`config.mk`:
```
export PLATFORM = sky130hd
export DESIGN_NAME = fan_table_regs
export DESIGN_NICKNAME = d
export VERILOG_FILES = /design/src/logic/fan_table_entry.v /design/src/logic/fan_table_regs.v
export VERILOG_INCLUDE_DIRS = /design/src /design/src/logic
export SDC_FILE = /design/constraint.sdc
export NUM_CORES = 1
export LEC_CHECK = 0
export BUFFER_PORTS_ARGS = -buffer_cell sky130_fd_sc_hd__buf_4
export CORE_MARGIN = 5
export CORE_UTILIZATION = 49
export DETAILED_ROUTE_END_ITERATION = 10
export PLACE_DENSITY_LB_ADDON = 0.08
export SLEW_MARGIN = 20
export SYNTH_ARGS = -nofsm -noshare
export SYNTH_HDL_FRONTEND = slang
export SYNTH_SLANG_ARGS = --single-unit
```
`constraint.sdc`:
```
create_clock -name pclk -period 3.35 [get_ports pclk]
set_input_delay 0.335 -clock pclk [delete_from_list [all_inputs] [get_ports pclk]]
set_output_delay 0.335 -clock pclk [all_outputs]
set_load 0.05 [all_outputs]
```
`src/logic/fan_table_defines.vh`:
```
`ifndef FAN_TABLE_DEFINES_VH
`define FAN_TABLE_DEFINES_VH

// ----------------------------------------------------------------
// Register indices (byte address is four times the index)
// ----------------------------------------------------------------
`define IDX_TBL_CTRL 8'h4a
`define IDX_TBL_OFFSET 8'h4e
`define IDX_E7_THR 8'h5c
`define IDX_E7_DUTY 8'h5d
`define IDX_E8_THR 8'h5e
`define IDX_E8_DUTY 8'h5f
`define IDX_TBL_MODE 8'h70
`define IDX_TBL_STATUS 8'h71

// ----------------------------------------------------------------
// Field positions
// ----------------------------------------------------------------
`define BIT_WR_UNLOCK 5
`define BIT_TEMP_HIRES 0
`define BIT_DUTY_HIRES 1
`define BIT_PWM_22K5 2
`define BIT_HALF 7
`define THR_WHOLE_MSB 6
`define DUTY_EXT_MSB 7
`define DUTY_EXT_LSB 6
`define DUTY_BASE_MSB 5
`define BIT_HIT7 0
`define BIT_HIT8 1

// ----------------------------------------------------------------
// Reset values
// ----------------------------------------------------------------
`define RST_THR 8'h7f
`define RST_DUTY 8'h3f
`define RST_CTRL 8'h00
`define RST_OFFSET 8'h00
`define RST_MODE 8'h00
`define RST_DUTY_OUT 8'h00

`endif

```
`src/logic/fan_table_entry.v`:
```
`timescale 1ns/100ps
`default_nettype none

`include "fan_table_defines.vh"

// ----------------------------------------------------------------
// One table entry: threshold compare and duty formation
// ----------------------------------------------------------------
module fan_table_entry (
    input wire [7:0] thr_raw,
    input wire [7:0] duty_raw,
    input wire [7:0] offset,
    input wire temp_hires,
    input wire duty_ext_en,
    input wire [10:0] remote_temp,
    output wire hit,
    output wire [7:0] thr_view,
    output wire [7:0] duty_view
);

    wire half_bit;
    wire [7:0] thr_halves;
    wire [9:0] thr_eff;
    wire [8:0] temp_halves;
    wire [1:0] duty_ext;

    // Half bit only counts in high resolution
    assign half_bit = temp_hires & thr_raw[`BIT_HALF];
    assign thr_view = {half_bit, thr_raw[`THR_WHOLE_MSB:0]};
    // Threshold in half degrees, always unsigned
    assign thr_halves = {thr_raw[`THR_WHOLE_MSB:0], half_bit};
    // Offset in whole degrees lifts the threshold past 127.5
    assign thr_eff = {2'b00, thr_halves} + {1'b0, offset, 1'b0};
    // Reading in 1/8 degree: 9 bits used high, 8 bits low
    assign temp_halves = temp_hires ? remote_temp[10:2] : {remote_temp[10:3], 1'b0};
    assign hit = ({1'b0, temp_halves} > thr_eff);
    assign duty_ext = duty_ext_en ? duty_raw[`DUTY_EXT_MSB:`DUTY_EXT_LSB] : 2'b00;
    assign duty_view = {duty_ext, duty_raw[`DUTY_BASE_MSB:0]};

endmodule // fan_table_entry

`default_nettype wire

```
`src/logic/fan_table_regs.v`:
```
// Notes on behaviour
// - Table writes ignored unless control bit 5 set
// - Low temperature resolution forces threshold bit 7 zero
// - High resolution adds half-degree bit 7 to threshold
// - Temperature above threshold selects entry's paired duty
// - Compare 9 reading bits high, 8 low
// - Thresholds are always positive, no sign bit
// - Offset register raises effective thresholds past 127.5
// - Low duty resolution forces duty bits 7:6 zero
// - High duty resolution uses bits 7:6 with 5:0
// - Extended duty bits need 22.5kHz PWM selection
//
// Decided for this implementation: register access over APB.
`timescale 1ns/100ps
`default_nettype none

`include "fan_table_defines.vh"

module fan_table_regs #(
    parameter ADDR_W = 10
) (
    input wire pclk,
    input wire presetn,
    input wire psel,
    input wire penable,
    input wire pwrite,
    input wire [ADDR_W-1:0] paddr,
    input wire [31:0] pwdata,
    input wire [3:0] pstrb,
    output reg [31:0] prdata,
    output reg pready,
    output reg pslverr,
    input wire [10:0] remote_temp,
    output reg [7:0] fan_duty,
    output reg table_active
);

    // ----------------------------------------------------------------
    // Storage
    // ----------------------------------------------------------------
    reg [7:0] tbl_ctrl;
    reg [7:0] tbl_offset;
    reg [7:0] e7_thr;
    reg [7:0] e7_duty;
    reg [7:0] e8_thr;
    reg [7:0] e8_duty;
    reg [7:0] tbl_mode;
    reg [1:0] hit_state;

    // ----------------------------------------------------------------
    // Mode decode
    // ----------------------------------------------------------------
    wire temp_hires;
    wire duty_hires;
    wire pwm_22k5;
    wire duty_ext_en;
    wire table_unlocked;

    assign temp_hires = tbl_mode[`BIT_TEMP_HIRES];
    assign duty_hires = tbl_mode[`BIT_DUTY_HIRES];
    assign pwm_22k5 = tbl_mode[`BIT_PWM_22K5];
    // Extended duty bits only live at the fast PWM rate
    assign duty_ext_en = duty_hires & pwm_22k5;
    assign table_unlocked = tbl_ctrl[`BIT_WR_UNLOCK];

    // ----------------------------------------------------------------
    // Entries
    // ----------------------------------------------------------------
    wire hit7;
    wire hit8;
    wire [7:0] thr7_view;
    wire [7:0] thr8_view;
    wire [7:0] duty7_view;
    wire [7:0] duty8_view;

    fan_table_entry entry7 (
        .thr_raw(e7_thr),
        .duty_raw(e7_duty),
        .offset(tbl_offset),
        .temp_hires(temp_hires),
        .duty_ext_en(duty_ext_en),
        .remote_temp(remote_temp),
        .hit(hit7),
        .thr_view(thr7_view),
        .duty_view(duty7_view)
    );

    fan_table_entry entry8 (
        .thr_raw(e8_thr),
        .duty_raw(e8_duty),
        .offset(tbl_offset),
        .temp_hires(temp_hires),
        .duty_ext_en(duty_ext_en),
        .remote_temp(remote_temp),
        .hit(hit8),
        .thr_view(thr8_view),
        .duty_view(duty8_view)
    );

    // ----------------------------------------------------------------
    // Duty selection
    // ----------------------------------------------------------------
    reg [7:0] next_fan_duty;
    reg next_table_active;

    always @*
    begin
        next_fan_duty = fan_duty;
        next_table_active = 1'b0;
        if (hit8)
        begin
            // Higher entry takes priority
            next_fan_duty = duty8_view;
            next_table_active = 1'b1;
        end
        else if (hit7)
        begin
            next_fan_duty = duty7_view;
            next_table_active = 1'b1;
        end
    end

    always @(posedge pclk or negedge presetn)
    begin
        if (!presetn)
        begin
            fan_duty <= `RST_DUTY_OUT;
            table_active <= 1'b0;
            hit_state <= 2'b00;
        end
        else
        begin
            fan_duty <= next_fan_duty;
            table_active <= next_table_active;
            hit_state <= {hit8, hit7};
        end
    end

    // ----------------------------------------------------------------
    // APB decode
    // ----------------------------------------------------------------
    wire [7:0] word_idx;
    wire addr_aligned;
    wire setup_phase;
    wire write_now;
    wire wr_lane;
    reg mapped;
    reg is_table;
    reg [7:0] rd_byte;

    assign word_idx = paddr[9:2];
    assign addr_aligned = (paddr[1:0] == 2'b00);
    assign setup_phase = psel & ~penable;
    // Write lands on the completing access edge only
    assign write_now = psel & penable & pready & pwrite & ~pslverr;
    assign wr_lane = pstrb[0];

    always @*
    begin
        mapped = 1'b1;
        is_table = 1'b0;
        rd_byte = 8'h00;
        case (word_idx)
            `IDX_TBL_CTRL:
            begin
                rd_byte = tbl_ctrl;
            end
            `IDX_TBL_OFFSET:
            begin
                rd_byte = tbl_offset;
            end
            `IDX_E7_THR:
            begin
                is_table = 1'b1;
                rd_byte = thr7_view;
            end
            `IDX_E7_DUTY:
            begin
                is_table = 1'b1;
                rd_byte = duty7_view;
            end
            `IDX_E8_THR:
            begin
                is_table = 1'b1;
                rd_byte = thr8_view;
            end
            `IDX_E8_DUTY:
            begin
                is_table = 1'b1;
                rd_byte = duty8_view;
            end
            `IDX_TBL_MODE:
            begin
                rd_byte = tbl_mode;
            end
            `IDX_TBL_STATUS:
            begin
                rd_byte = {6'h00, hit_state};
            end
            default:
            begin
                mapped = 1'b0;
            end
        endcase
        if (!addr_aligned)
        begin
            mapped = 1'b0;
            rd_byte = 8'h00;
        end
    end

    // ----------------------------------------------------------------
    // APB response: one cycle after setup, from flip-flops
    // ----------------------------------------------------------------
    always @(posedge pclk or negedge presetn)
    begin
        if (!presetn)
        begin
            pready <= 1'b0;
            pslverr <= 1'b0;
            prdata <= 32'h0000_0000;
        end
        else if (setup_phase)
        begin
            pready <= 1'b1;
            pslverr <= ~mapped;
            prdata <= pwrite ? 32'h0000_0000 : {24'h00_0000, rd_byte};
        end
        else
        begin
            pready <= 1'b0;
            pslverr <= 1'b0;
            prdata <= 32'h0000_0000;
        end
    end

    // ----------------------------------------------------------------
    // Register writes
    // ----------------------------------------------------------------
    wire ctrl_wr;
    wire table_wr;

    assign ctrl_wr = write_now & wr_lane;
    // Locked table entries stay read-only, no error is flagged
    assign table_wr = ctrl_wr & is_table & table_unlocked;

    always @(posedge pclk or negedge presetn)
    begin
        if (!presetn)
        begin
            tbl_ctrl <= `RST_CTRL;
            tbl_offset <= `RST_OFFSET;
            tbl_mode <= `RST_MODE;
        end
        else if (ctrl_wr)
        begin
            if (word_idx == `IDX_TBL_CTRL)
            begin
                tbl_ctrl <= pwdata[7:0];
            end
            if (word_idx == `IDX_TBL_OFFSET)
            begin
                tbl_offset <= pwdata[7:0];
            end
            if (word_idx == `IDX_TBL_MODE)
            begin
                tbl_mode <= {5'h00, pwdata[2:0]};
            end
        end
    end

    always @(posedge pclk or negedge presetn)
    begin
        if (!presetn)
        begin
            e7_thr <= `RST_THR;
            e7_duty <= `RST_DUTY;
            e8_thr <= `RST_THR;
            e8_duty <= `RST_DUTY;
        end
        else if (table_wr)
        begin
            case (word_idx)
                `IDX_E7_THR:
                begin
                    e7_thr <= pwdata[7:0];
                end
                `IDX_E7_DUTY:
                begin
                    e7_duty <= pwdata[7:0];
                end
                `IDX_E8_THR:
                begin
                    e8_thr <= pwdata[7:0];
                end
                `IDX_E8_DUTY:
                begin
                    e8_duty <= pwdata[7:0];
                end
                default:
                begin
                    e7_thr <= e7_thr;
                end
            endcase
        end
    end

endmodule // fan_table_regs

`default_nettype wire

```
Word-level counts from Yosys, hierarchy flattened
Index checks and enable logic that the tools add are counted.
{"block": "op_classes", "n_reduce_logical": 11, "eq_ne": 8, "add_sub_neg": 2, "muxes": 16, "n_lt_le_gt_ge": 2, "bitwise_logic": 14}
{"operator": "$eq A8 B7 Y1 const B", "n": 8}
{"operator": "$pmux W8 S8", "n": 1}
{"operator": "$mux W8", "n": 5}
{"operator": "$add A8 B9 Y10", "n": 2}
{"operator": "$gt A9 B10 Y1", "n": 2}
{"operator": "$reduce_and A2 Y1", "n": 7}
{"operator": "$and A1 B1 Y1", "n": 11}
{"operator": "$mux W1", "n": 8}
{"operator": "$reduce_or A8 Y1", "n": 1}
{"operator": "$mux W2", "n": 2}
{"operator": "$reduce_or A4 Y1", "n": 1}
{"operator": "$not A1 Y1", "n": 3}
{"operator": "$logic_not A2 Y1", "n": 1}
{"operator": "$reduce_bool A2 Y1", "n": 1}
{"block": "word_totals", "wordCells": 66, "output_inout_bits": 43, "regBits": 96, "in_bits": 62}

Longest topological paths before layout
Gate-level depths: netlist (run 1).
{"block": "logic_depth", "ltp_word": 8, "depth_mapped": 16, "ltp_nobuf": 15}

Hierarchy
Synthesis (run 1) repeated with hierarchy kept, for this count alone.
{"block": "unflattened", "cells_unflattened": 410, "hier_area_um2": 4733.3}
{"module": "fan_table_regs", "seq_area_each_um2": 1834.3, "cells_each": 242, "instances": 1, "area_per_inst_um2": 3453.3}
{"module": "fan_table_entry at entry7", "seq_area_each_um2": 0.0, "cells_each": 84, "instances": 1, "area_per_inst_um2": 640.6}
{"module": "fan_table_entry at entry8", "seq_area_each_um2": 0.0, "cells_each": 84, "instances": 1, "area_per_inst_um2": 639.4}

Worst setup path after synthesis (run 1)
No wires, ideal clock.
{"block": "synth_timing", "path_type": "flip-flop to flip-flop", "start": "register e7_thr[1]", "end": "register fan_duty[1]", "period_less_slack_ns": 3.306, "path_stages_with_launch": 16, "path_slack_ns": 0.044, "arrival_ns": 3.181, "required_time_ns": 3.225, "path_buffers": 1, "setup_ns": 0.125, "cell_sequence": "dfstp_2 ha_1 a21o_1 a21oi_1 nor2b_1 o21a_1 o21ai_0 xor2_1 ha_1 nand3_1 a21oi_1 o21ai_0 a211oi_2 buf_6 mux2_1 mux2_2"}
{"block": "synth_via", "elab_chain_len": 3}
{"item": "start, declared", "line_no": "fan_table_regs.v:43", "rtl": "reg [7:0] e7_thr;"}
{"item": "start signal, assigned", "line_no": "fan_table_regs.v:276", "rtl": "e7_thr <= `RST_THR;"}
{"item": "start signal, assigned", "line_no": "fan_table_regs.v:286", "rtl": "e7_thr <= pwdata[7:0];"}
{"item": "start signal, assigned", "line_no": "fan_table_regs.v:302", "rtl": "e7_thr <= e7_thr;"}
{"item": "$add A8 B9 Y10", "line_no": "fan_table_entry.v:33", "rtl": "assign thr_eff = {2'b00, thr_halves} + {1'b0, offset, 1'b0};"}
{"item": "$gt A9 B10 Y1", "line_no": "fan_table_entry.v:36", "rtl": "assign hit = ({1'b0, temp_halves} > thr_eff);"}
{"item": "net entry7.hit", "line_no": "fan_table_entry.v:16", "rtl": "output wire hit,"}
{"item": "$reduce_bool A2 Y1 (no source line)"}
{"item": "end signal, assigned", "line_no": "fan_table_regs.v:127", "rtl": "fan_duty <= `RST_DUTY_OUT;"}
{"item": "end signal, assigned", "line_no": "fan_table_regs.v:133", "rtl": "fan_duty <= next_fan_duty;"}
{"item": "end, declared", "line_no": "fan_table_regs.v:34", "rtl": "output reg [7:0] fan_duty,"}
The timed path passes the listed nets, and every way through them passes these cells.
A chain may end at the register's enable or synchronous reset.

Worst setup path after layout (run 1)
{"block": "layout_timing", "start": "register e7_thr[1]", "end": "register fan_duty[0]"}
{"block": "layout_via", "elab_chain_len": 3}
{"item": "$add A8 B9 Y10", "line_no": "fan_table_entry.v:33"}
{"item": "$gt A9 B10 Y1", "line_no": "fan_table_entry.v:36"}
{"item": "$reduce_bool A2 Y1 (no source line)"}
No other way between the ends.

==> results of run 1 <==
## layout by cell type (no fill, tap or decap), types with 10 or more instances in the layout
cell,instances
nor2_1,18
buf_4,79
ha_1,31
dfrtp_1,46
nand2_1,10
clkbuf_8,10
dfstp_2,26
a21oi_1,15
mux2_2,61
conb_1,24
## metrics by stage
step	hold slack (ns)	total power [mW]	setup WS [ns]
6_report	0.0963	1.79	-0.112
5_1_grt	0.165	1.86	-0.290
4_1_cts	0.139	1.80	-0.172
3_5_place_dp	0.485	1.10	-0.260
3_3_place_gp	0.480	1.10	-0.253
2_1_floorplan	0.0394	1.04	0.0444
## final timing paths
| path | start | to | slack [ns] | cells past startpoint |
|---|---|---|---|---|
| max | e7_thr[1] | fan_duty[0] | -0.11 | 16 |
| min in group pclk | paddr[0] | pslverr | 0.24 | 3 |
| max reg2reg | e7_thr[1] | fan_duty[0] | -0.11 | 16 |
| max in group asynchronous | presetn | tbl_offset[1] | 2.65 | 1 |
| min | presetn | tbl_offset[5] | 0.1 | 1 |
| min reg2reg | e8_thr[7] | e8_thr[7] | 0.50 | 1 |
## Yosys cell counts, types with 6 or more instances
| library cell | n | area, um^2 |
|---|---|---|
| mux2i_1 | 9 | 90.1 |
| dfrtp_1 | 46 | 1150 |
| buf_4 | 24 | 180 |
| dfstp_2 | 26 | 683 |
| inv_1 | 9 | 33.8 |
| xor2_1 | 7 | 61.3 |
| and3_1 | 8 | 50.1 |
| mux2_1 | 6 | 67.6 |
| nand2b_1 | 6 | 37.5 |
| mux2_2 | 62 | 698 |
| o21ai_0 | 13 | 65.1 |
| nor2_1 | 18 | 67.6 |
| ha_1 | 32 | 400 |
| a21oi_1 | 18 | 90.1 |
| nand2_1 | 10 | 37.5 |
| nor2b_1 | 11 | 68.8 |
## area by class of cell
cell class	instances	area, um^2	area share (%)
sequential	72	1830	34.0
multi-input combinational	291	2520	46.7
inverter	9	33.8	0.627
clock inverter	3	42.5	0.790
tap	108	135	2.51
timing repair buffer	84	674	12.5
clock buffer	13	149	2.76
## per-layer routing
layer / share of wire [%] / vias to the layer above / global-route usage [%] / routed length (um)
met5: 0 / - / 0 / 0
met4: 1.6 / 0 / 4.66 / 164
met3: 5.2 / 10 / 4.01 / 542
met2: 47 / 97 / 30.3 / 4850
met1: 47 / 1586 / 28.1 / 4850
li1: - / 1511 / - / -
## power by group through the flow
stage / clock network, mW / registers, mW / logic [mW]
floorplan: 0 / 0.899 / 0.137
global placement: 0 / 0.892 / 0.207
detailed placement: 0 / 0.892 / 0.209
CTS: 0.691 / 0.876 / 0.231
global route: 0.732 / 0.877 / 0.251
finish: 0.676 / 0.876 / 0.235
## flip-flops by register name, summed over array words and instances (netlist names)
signal / count
e8_duty: 8
e7_thr: 8
table_active: 1
pready: 1
tbl_ctrl: 8
prdata: 8
hit_state: 2
fan_duty: 8
tbl_mode: 3
tbl_offset: 8
pslverr: 1
e8_thr: 8
e7_duty: 8
## logic make-up after synthesis
logic type,after synthesis,share of synthesized area [%]
compound gates,62,9.27
xor+xnor,10,1.98
fa+ha+maj,34,9.97
buf+inv,41,5.84
flops,72,41.5
mux,80,20.9
other cells,1,0.0849
simple gates,81,10.4
## critical path, cell delays in order, from the launching register on
cell and delay [ns]:
dfstp_2 0.54, ha_1 0.23, a21o_1 0.20, a21oi_2 0.17
nor2b_1 0.06, o21a_1 0.21, o21ai_2 0.15, xor2_1 0.08
ha_1 0.31, nand3_2 0.09, a21oi_2 0.10, o21ai_1 0.08
a211oi_2 0.22, buf_4 0.19, buf_12 0.14, mux2_4 0.30
mux2_4 0.26
## timing repair
action	4_1_cts	5_1_grt
setup endpoints to repair	9	10
resized for setup	27	6
hold buffers	0	0
cloned	1	0
pin swaps	11	10
buffers inserted	4	0
==> impl_results.md, run 1 <==
* Measured slew at the worst slew-check pin at ~0.91 ns
* Post-synth EDFFs at 0
* Core Region at 0.00876 mm^2
* Via count at 3204
* Comb power frac at a little over an eighth
* Htree depth at 3
* First-pass GRT wire length at 17200 um
* Final Max Slew Viols at 0
* DIE WIDTH at 105 um
* Final setup fails at 9
* Critical Path RT at 3.58 ns
* Status: finished, violations left
* Initial antenna violation count at 0
* RSZ-0062 raised after global routing: yes
* # clock sinks at between 70 and 80
* Worst VDD drop at 0.245 mV
* Final Instance Area at approximately 0.0054 mm^2
* Fillers at roughly 750
* Total wire length at 10400 um
* Vias/cell at ~5.5
* Ports at 105
* Hold crit path type: in -> async
* Die area at 0.0110 mm^2
* Layout Cells excl Fill at 580
* Dpl cells at 559
* Post-DP Area at approximately 0.0050 mm^2
* Final core occ at between 60 and 70%
* Root buf cell: clkbuf_8
* Clk slew on worst S/H paths at 0.07 ns
* Post-synth ARST share at 100%
* GPL Wtd Cong at 0.797
* CTS tree: yes
* Initial Util at roughly half
* Nets at about 560
* P&R area growth vs syn at 22.0%
* Post-DRT Antenna Nets at 0
* Die Ht at about 100 um
* Power Density at 332 mW/mm^2
* Drt pass-1 iters at 4
* Vias in the first global route at between 3k and 4k
* Crit end category: register
* Clock Skew at around 0.007 ns
* Arr. time, crit path at 3.70 ns
* Switching power at 0.468 mW
* Sw frac at 26.2%
* Total track usage at 19.5%
* GRT overflow at 0
* CP Class: reg -> reg
* # rows at 34
* Post-synthesis average cell area at 11.6 um^2
* I/O Buffers at 51
* Clock network power share at 37.8%
* DR iter-0 viols at 110
* Clk_lat worst skew at 0.35 ns
* Critical path fanouts, max at 5
* Fmax at 289 MHz
* WL/cell at 18.0 um
* Final Hold Violating Endpoints at 0
* Largest net degree at the start of global routing at 73
* Reg power frac at 49.1%
* Layout cells sized above 1 at 45.3%
* Max Root-Sink Buffers at 2
* P_int at 1.32 mW
* Tcrit/Tclk final at 103%
* Setup ws final at -0.112 ns
* TNS Setup at -0.674 ns
* Main synth FF type: dfrtp_1
* DPL Wire Length at 7820 um
* LEAKAGE at around 2.6 nW
* N_diodes at 0
* Post-Syn Area at about 0.0044 mm^2
* Sequential-to-total area share from yosys stat at 41.5%
* Gate Count Post-Synth at ~380
* Startpoint types: register
* CTS buffer count at 9
* Synth Register Bits at 72
* Synth warn at 0
* Violated checks: negative setup slack
* Tmin final at 3.46 ns
* Relative slew slack at 39.5%
* Max-Cap Viols at 0
* DRC at 0
* Cell variety after synth at 54
Note: power is estimated with default switching activity, not from simulation.
==> run 2: changes to the inputs <==
Settings changed: ABC_AREA set to 1, CELL_PAD_IN_SITES_DETAIL_PLACEMENT set to 1, CELL_PAD_IN_SITES_GLOBAL_PLACEMENT set to 2, CORE_MARGIN 5 to 8, CORE_UTILIZATION 49 to 29.
==> impl_results.md, run 2 <==
* Post-DP Area at 0.00523 mm^2 (was 0.00502 mm^2)
* Clk slew on worst S/H paths at 0.06 ns (was 0.07 ns)
* Relative slew slack at 36.6% (was 39.5%)
* Vias/cell at 4.50 (was 5.52)
* Total wire length at 13900 um (was 10400 um)
* Power Density at 378 mW/mm^2 (was 332 mW/mm^2)
* First-pass GRT wire length at 22200 um (was 17200 um)
* DIE WIDTH at 143 um (was 105 um)
* Die area at 0.0205 mm^2 (was 0.0110 mm^2)
* Final Hold Violating Endpoints at 0 (unchanged)
* Sequential-to-total area share from yosys stat at 39.0% (was 41.5%)
* Most frequent cell after synthesis: nand2_1 (was mux2_2)
* Clock network power share at 45.0% (was 37.8%)
* GRT overflow at 0 (unchanged)
* Htree depth at 3 (unchanged)
* Final Max Slew Viols at 0 (unchanged)
* Worst-path cell chain: ha_2, inv_1, fa_1, nand3b_1, nand2_2, xor2_1, ha_1, nand2_1, nor2_1, nand4_1, nor2_1, a21oi_4, nand2_8, nand2_8, inv_4, nand2_1, nand2_1 (was ha_1, a21o_1, a21oi_2, nor2b_1, o21a_1, o21ai_2, xor2_1, ha_1, nand3_2, a21oi_2, o21ai_1, a211oi_2, buf_4, buf_12, mux2_4, mux2_4)
* Yosys top cell by area: dfrtp_1 (unchanged)
* Hold crit path type: in -> async (unchanged)
* Max-Cap Viols at 0 (unchanged)
* Fmax at 322 MHz (was 289 MHz)
* Layout cells sized above 1 at 24.8% (was 45.3%)
* DR iter-0 viols at 153 (was 110)
* Measured slew at the worst slew-check pin at 0.952 ns (was 0.908 ns)
* CTS tree: yes (unchanged)
* Status: complete, no violations (was finished, violations left)
* P&R area growth vs syn at 18.6% (was 22.0%)
* Die Ht at 143 um (was 105 um)
* I/O Buffers at 51 (unchanged)
* DPL Wire Length at 11200 um (was 7820 um)
* P_int at 1.52 mW (was 1.32 mW)
* Post-synthesis average cell area at 8.34 um^2 (was 11.6 um^2)
* Startpoint types: register (unchanged)
* GPL Wtd Cong at 0.794 (was 0.797)
* Via count at 3820 (was 3204)
* Top post-synthesis cells by count: nand2_1 (156), inv_1 (65), dfrtp_1 (46), ha_1 (32), o21ai_0 (32) (was mux2_2 (62), dfrtp_1 (46), ha_1 (32), dfstp_2 (26), buf_4 (24))
* WL/cell at 16.4 um (was 18.0 um)
* Critical path fanouts, max at 11 (was 5)
* Hold_buf cts at 0 (unchanged)
* CTS buffer count at 9 (unchanged)
* Comb power frac at 12.8% (was 13.1%)
* CP Buf/Inv Count at 2 (unchanged)
* Final Instance Area at 0.00558 mm^2 (was 0.00539 mm^2)
* Tmin final at 3.10 ns (was 3.46 ns)
* Nets at 723 (was 563)
* TNS Setup at 0 ns (was -0.674 ns)
* Root buf cell: clkbuf_16 (was clkbuf_8)
* # clock sinks at 72 (unchanged)
* Final setup fails at 0 (was 9)
* Largest net degree at the start of global routing at 73 (unchanged)
* Reg power frac at 42.2% (was 49.1%)
* Total track usage at 14.2% (was 19.5%)
* Crit path max-delay family: simple AND/OR/NAND/NOR gates (was compound AO/OA/AOI/OAI gates)
* Sw frac at 27.7% (was 26.2%)
* Most frequent cells in the layout: nand2_1 (154), inv_1 (65), buf_4 (57) (was buf_4 (79), mux2_2 (61), dfrtp_1 (46))
* N_diodes at 0 (unchanged)
* Fillers at 1949 (was 749)
* Max Root-Sink Buffers at 2 (unchanged)
* Final worst hold slack at 0.129 ns (was 0.0963 ns)
* Drt pass-1 iters at 6 (was 4)
* Worst VDD drop at 0.261 mV (was 0.245 mV)
* CP Class: reg -> reg (unchanged)
* DRC at 0 (unchanged)
* Clock Skew at 0.00408 ns (was 0.00697 ns)
* Clk_lat worst skew at 0.34 ns (was 0.35 ns)
* LEAKAGE at 2.65 nW (was 2.61 nW)
* Synth top area share at 24.5% (was 26.1%)
* Post-DRT Antenna Nets at 0 (unchanged)
* Switching power at 0.583 mW (was 0.468 mW)
* Arr. time, crit path at 3.38 ns (was 3.70 ns)
* Cell variety after synth at 46 (was 54)
* Post-synth EDFFs at 0 (unchanged)
* Cell mode on critical path: nand2_1
* Critical Path RT at 3.63 ns (was 3.58 ns)
* Post-synth ARST share at 100% (unchanged)
* Crit end category: register (unchanged)
* Initial Util at 29.6% (was 50.4%)
* Slowest stage delay, CP at 0.55 ns (was 0.54 ns)
* Core Region at 0.0159 mm^2 (was 0.00876 mm^2)
* # rows at 46 (was 34)
* Gate Count Post-Synth at 564 (was 381)
* Vias in the first global route at 4055 (was 3265)
* Initial antenna violation count at 0 (unchanged)
* Synth Register Bits at 72 (unchanged)
* Ports at 105 (unchanged)
* Post-Syn Area at 0.00470 mm^2 (was 0.00442 mm^2)
* Slowest stage cell, crit path: dfstp_2 (unchanged)
* Main synth FF type: dfrtp_1 (unchanged)
* Commonest non-fill, non-tap cell in the layout: nand2_1 (was buf_4)
* Area contributors post-synth: dfrtp_1 (24%), dfstp_2 (15%), nand2_1 (12%), ha_1 (8.5%), inv_1 (5.2%) (was dfrtp_1 (26%), mux2_2 (16%), dfstp_2 (15%), ha_1 (9.1%), buf_4 (4.1%))
* Synth warn at 0 (unchanged)
* Tcrit/Tclk final at 92.7% (was 103%)
run 2: repair_timing:
action                     4_1_cts  5_1_grt
setup endpoints to repair        0        8
resized for setup                0        8
buffers inserted                 0        3
run 2: worst paths after layout:
kind                             from            end  slack [ns]  depth (start not counted)
max                         e8_thr[0]    fan_duty[3]        0.25                         17
min                           presetn    fan_duty[1]        0.13                          1
max reg2reg                 e8_thr[0]    fan_duty[3]        0.25                         17
min reg2reg                e7_duty[3]     e7_duty[3]        0.48                          2
max in group asynchronous     presetn  tbl_offset[6]        2.59                          1
min in group pclk             penable         pready        0.16                          2
run 2: power groups by stage:
stage	clock network (mW)	logic (mW)	registers [mW]
final	0.948	0.270	0.890
after global routing	1.02	0.295	0.892
after floorplan	0	0.151	0.941
after detailed placement	0	0.267	0.905
after global placement	0	0.262	0.905
after CTS	0.983	0.268	0.890
run 2: through the flow:
stage / instances / utilization (%) / total power [mW] / setup slack (ns)
after floorplan: 587 / - / 1.09 / 0.567
after global placement: 828 / 32.9 / 1.17 / 0.0698
after detailed placement: 828 / 32.9 / 1.17 / 0.0950
after CTS: 844 / 34.7 / 2.14 / 0.0608
after global routing: 848 / 35.1 / 2.21 / -0.0117
final: 848 / 35.1 / 2.11 / 0.246
run 2: cell families after synthesis:
| group | share of synthesized area, % |
|---|---|
| AND/OR/NAND/NOR | 24.3 |
| flip-flops | 39.0 |
| buffers and inverters | 11.0 |
| adder cells (fa/ha/maj) | 9.36 |
| AO/OA/AOI/OAI | 14.0 |
| XOR/XNOR | 2.23 |
| other | 0.0797 |
run 2: routing by layer:
layer  vias to the layer above  global-route usage, %  wire (um)
met4                         0                   2.99        100
met3                         8                   3.45        616
met1                      1818                   18.3       6500
met5                         -                      0          0
met2                        62                   23.4       6700
li1                       1932                      -          -
run 2: final cells by class:
cell class                      instances  area (um^2)  area share, %
Clock buffer                           10          229           4.10
Sequential cell                        72         1830           32.9
Multi-Input combinational cell        415         2480           44.4
Inverter                               71          272           4.87
Timing Repair Buffer                   58          439           7.87
Clock inverter                          6         60.1           1.08
Tap cell                              216          270           4.84
==> run 3: changes to the inputs <==
Settings changed: SYNTH_HIERARCHICAL set to 1.
==> impl_results.md, run 3 <==
* Cell mode on critical path: a21oi_1 (was nand2_1)
* Most frequent cells in the layout: nand2_1 (172), buf_4 (66), inv_1 (62) (was nand2_1 (154), inv_1 (65), buf_4 (57))
* Critical Path RT at 3.57 ns (was 3.63 ns)
* Top post-synthesis cells by count: nand2_1 (172), inv_1 (63), buf_4 (54), nand3_1 (52), dfrtp_1 (46) (was nand2_1 (156), inv_1 (65), dfrtp_1 (46), ha_1 (32), o21ai_0 (32))
* Total wire length at 15400 um (was 13900 um)
* Die Ht at 146 um (was 143 um)
* N_diodes at 0 (unchanged)
* Root buf cell: clkbuf_16 (unchanged)
* Hold_buf cts at 0 (unchanged)
* Critical path fanouts, max at 6 (was 11)
* Slowest stage delay, CP at 0.54 ns (was 0.55 ns)
* Htree depth at 3 (unchanged)
* Layout cells sized above 1 at 22.4% (was 24.8%)
* Synth Register Bits at 72 (unchanged)
* Largest net degree at the start of global routing at 73 (unchanged)
* I/O Buffers at 51 (unchanged)
* WL/cell at 17.3 um (was 16.4 um)
* Worst R2R End: fan_duty[1] (was fan_duty[3])
* Clk_lat worst skew at 0.34 ns (about the same)
* Yosys top cell by area: dfrtp_1 (unchanged)
* # rows at 47 (was 46)
* GPL Wtd Cong at 0.812 (was 0.794)
* Clk slew on worst S/H paths at 0.06 ns (about the same)
* Fillers at 2042 (was 1949)
* DR iter-0 viols at 238 (was 153)
* DRC at 0 (unchanged)
* LEAKAGE at 2.82 nW (was 2.65 nW)
* Sequential-to-total area share from yosys stat at 37.2% (was 39.0%)
* Gate Count Post-Synth at 629 (was 564)
* Reg2reg start: e8_thr[0] (unchanged)
* Clock Skew at 0.00767 ns (was 0.00408 ns)
* Nets at 762 (was 723)
* Ports at 105 (unchanged)
* Synth warn at 6 (was 0)
* DIE WIDTH at 146 um (was 143 um)
* Final Instance Area at 0.00569 mm^2 (was 0.00558 mm^2)
* Core Region at 0.0166 mm^2 (was 0.0159 mm^2)
* CP Class: reg -> reg (unchanged)
* Max Root-Sink Buffers at 2 (unchanged)
* Most frequent cell after synthesis: nand2_1 (unchanged)
* Status: complete, no violations (unchanged)
* Final worst hold slack at 0.0957 ns (was 0.129 ns)
* Drt pass-1 iters at 4 (was 6)
* Register area at 0.00183 mm^2 (unchanged)
* Final Max Slew Viols at 0 (unchanged)
* Final core occ at 34.2% (was 35.1%)
* Post-synth ARST share at 100% (unchanged)
* Power Density at 383 mW/mm^2 (was 378 mW/mm^2)
* Vias in the first global route at 4514 (was 4055)
* Multi-input logic area at 0.00251 mm^2 (was 0.00248 mm^2)
* Max-Cap Viols at 0 (unchanged)
* Startpoint types: register (unchanged)
* Measured slew at the worst slew-check pin at 0.953 ns (was 0.952 ns)
* Initial Util at 29.7% (was 29.6%)
* Worst-path cell chain: ha_1, inv_1, fa_2, o21ai_2, buf_4, a21oi_1, xor2_1, ha_1, nand2_1, inv_2, nand3b_1, nand3_1, a21oi_1, buf_4, clkinvlp_4, o22ai_2, a21oi_1 (was ha_2, inv_1, fa_1, nand3b_1, nand2_2, xor2_1, ha_1, nand2_1, nor2_1, nand4_1, nor2_1, a21oi_4, nand2_8, nand2_8, inv_4, nand2_1, nand2_1)
* Post-DP Area at 0.00532 mm^2 (was 0.00523 mm^2)
* Commonest non-fill, non-tap cell in the layout: nand2_1 (unchanged)
* Synth top area share at 23.3% (was 24.5%)
* R2r worst-path depth at 17 (unchanged)
* P&R area growth vs syn at 15.2% (was 18.6%)
* Tcrit/Tclk final at 95.0% (was 92.7%)
* Arr. time, crit path at 3.40 ns (was 3.38 ns)
* Tmin final at 3.18 ns (was 3.10 ns)
* Main synth FF type: dfrtp_1 (unchanged)
* Worst VDD drop at 0.192 mV (was 0.261 mV)
* Post-DRT Antenna Nets at 0 (unchanged)
* Post-synthesis average cell area at 7.85 um^2 (was 8.34 um^2)
* GRT overflow at 0 (unchanged)
* Reg2reg setup slack at 0.17 ns (was 0.25 ns)
* Vias/cell at 4.58 (was 4.50)
* Cell variety after synth at 38 (was 46)
* Area contributors post-synth: dfrtp_1 (23%), dfstp_2 (14%), nand2_1 (13%), buf_4 (8.2%), ha_1 (8.1%) (was dfrtp_1 (24%), dfstp_2 (15%), nand2_1 (12%), ha_1 (8.5%), inv_1 (5.2%))
* Hold crit path type: in -> async (unchanged)
* Die area at 0.0215 mm^2 (was 0.0205 mm^2)
* Dpl cells at 873 (was 828)
* Relative slew slack at 36.5% (was 36.6%)
* Layout Cells excl Fill at 891 (was 848)
* CTS buffer count at 9 (unchanged)
* Final Hold Violating Endpoints at 0 (unchanged)
* DPL Wire Length at 12100 um (was 11200 um)
* Total track usage at 14.8% (was 14.2%)
* Final setup fails at 0 (unchanged)
* Slowest stage cell, crit path: dfstp_2 (unchanged)
* Post-synth EDFFs at 0 (unchanged)
* Crit end category: register (unchanged)
* # clock sinks at 72 (unchanged)
* Via count at 4083 (was 3820)
* CTS tree: yes (unchanged)
* Fmax at 314 MHz (was 322 MHz)
* First-pass GRT wire length at 25000 um (was 22200 um)
* Initial antenna violation count at 0 (unchanged)
* Post-Syn Area at 0.00494 mm^2 (was 0.00470 mm^2)
run 3: cell count changes after synthesis, sizes merged, moves of 5 or more:
cell	change
nand2	+12
o2111ai	-6
inv	-5
buf	+32
xor2	-6
a21oi	+9
o21ai	-29
nor3	-8
nand3	+27
o22ai	+7
nor2	+24
run 3: repair_timing:
item,4_1_cts,5_1_grt
gates cloned,0,1
pin swaps,0,4
buffers inserted,0,1
gates resized for setup,2,11
setup endpoints to repair,8,9
run 3: area by class of cell:
type                            instances  share of cell area [%]
Multi-Input combinational cell        448                    44.1
Sequential cell                        72                    32.2
Timing Repair Buffer                   66                    8.71
Tap cell                              220                    4.84
Inverter                               68                    4.55
Clock buffer                           11                    4.44
Clock inverter                          5                   0.968
Timing Repair inverter                  1                   0.132
run 3: through the flow:
stage               power (mW)  TNS (ns)  setup WS (ns)
floorplan                 1.10         0          0.251
global placement          1.18         0        0.00746
detailed placement        1.19    -0.311        -0.0599
CTS                       2.20         0         0.0187
global route              2.26  -0.00260       -0.00260
finish                    2.18         0          0.168
run 3: per-layer routing:
| metal | up-vias | share of wire, % | track usage (%) |
|---|---|---|---|
| met5 | - | 0 | 0 |
| met4 | 0 | 1.6 | 4.22 |
| met3 | 14 | 2.6 | 2.69 |
| met2 | 53 | 50 | 25.6 |
| met1 | 1985 | 46 | 18.3 |
| li1 | 2031 | - | - |
run 3: how the worst max path moves through the flow:
stage | startpoint | endpoint
floorplan | e7_thr[0] | fan_duty[3]
global placement | e7_thr[0] | fan_duty[3]
detailed placement | e7_thr[0] | fan_duty[1]
CTS | e7_thr[0] | fan_duty[1]
global route | e8_thr[0] | fan_duty[1]
finish | e8_thr[0] | fan_duty[1]
run 3: cells by family after synthesis:
group	Yosys count	share of synthesized area, %
adders and majority gates	34	8.92
AOI/OAI and AO/OA	77	8.67
DFF	72	37.2
buffers and inverters	132	14.7
xor gates and xnor gates	10	1.77
and+or+nand+nor	303	28.7
other	1	0.0760
run 3: power breakdown:
group | internal [mW] | switching, mW | total (mW)
clock | 0.615 | 0.387 | 1.00
sequential | 0.885 | 0.00821 | 0.893
combinational | 0.0759 | 0.207 | 0.282
run 3: critical path, delay by kind of cell, from the launching register on:
kind                     cells  cell delay, ns
adder cells (fa/ha/maj)      3            0.79
flip-flops                   1            0.54
AND/OR/NAND/NOR              3            0.24
XOR/XNOR                     1            0.15
AO/OA/AOI/OAI                5            0.67
buffers and inverters        5            0.67
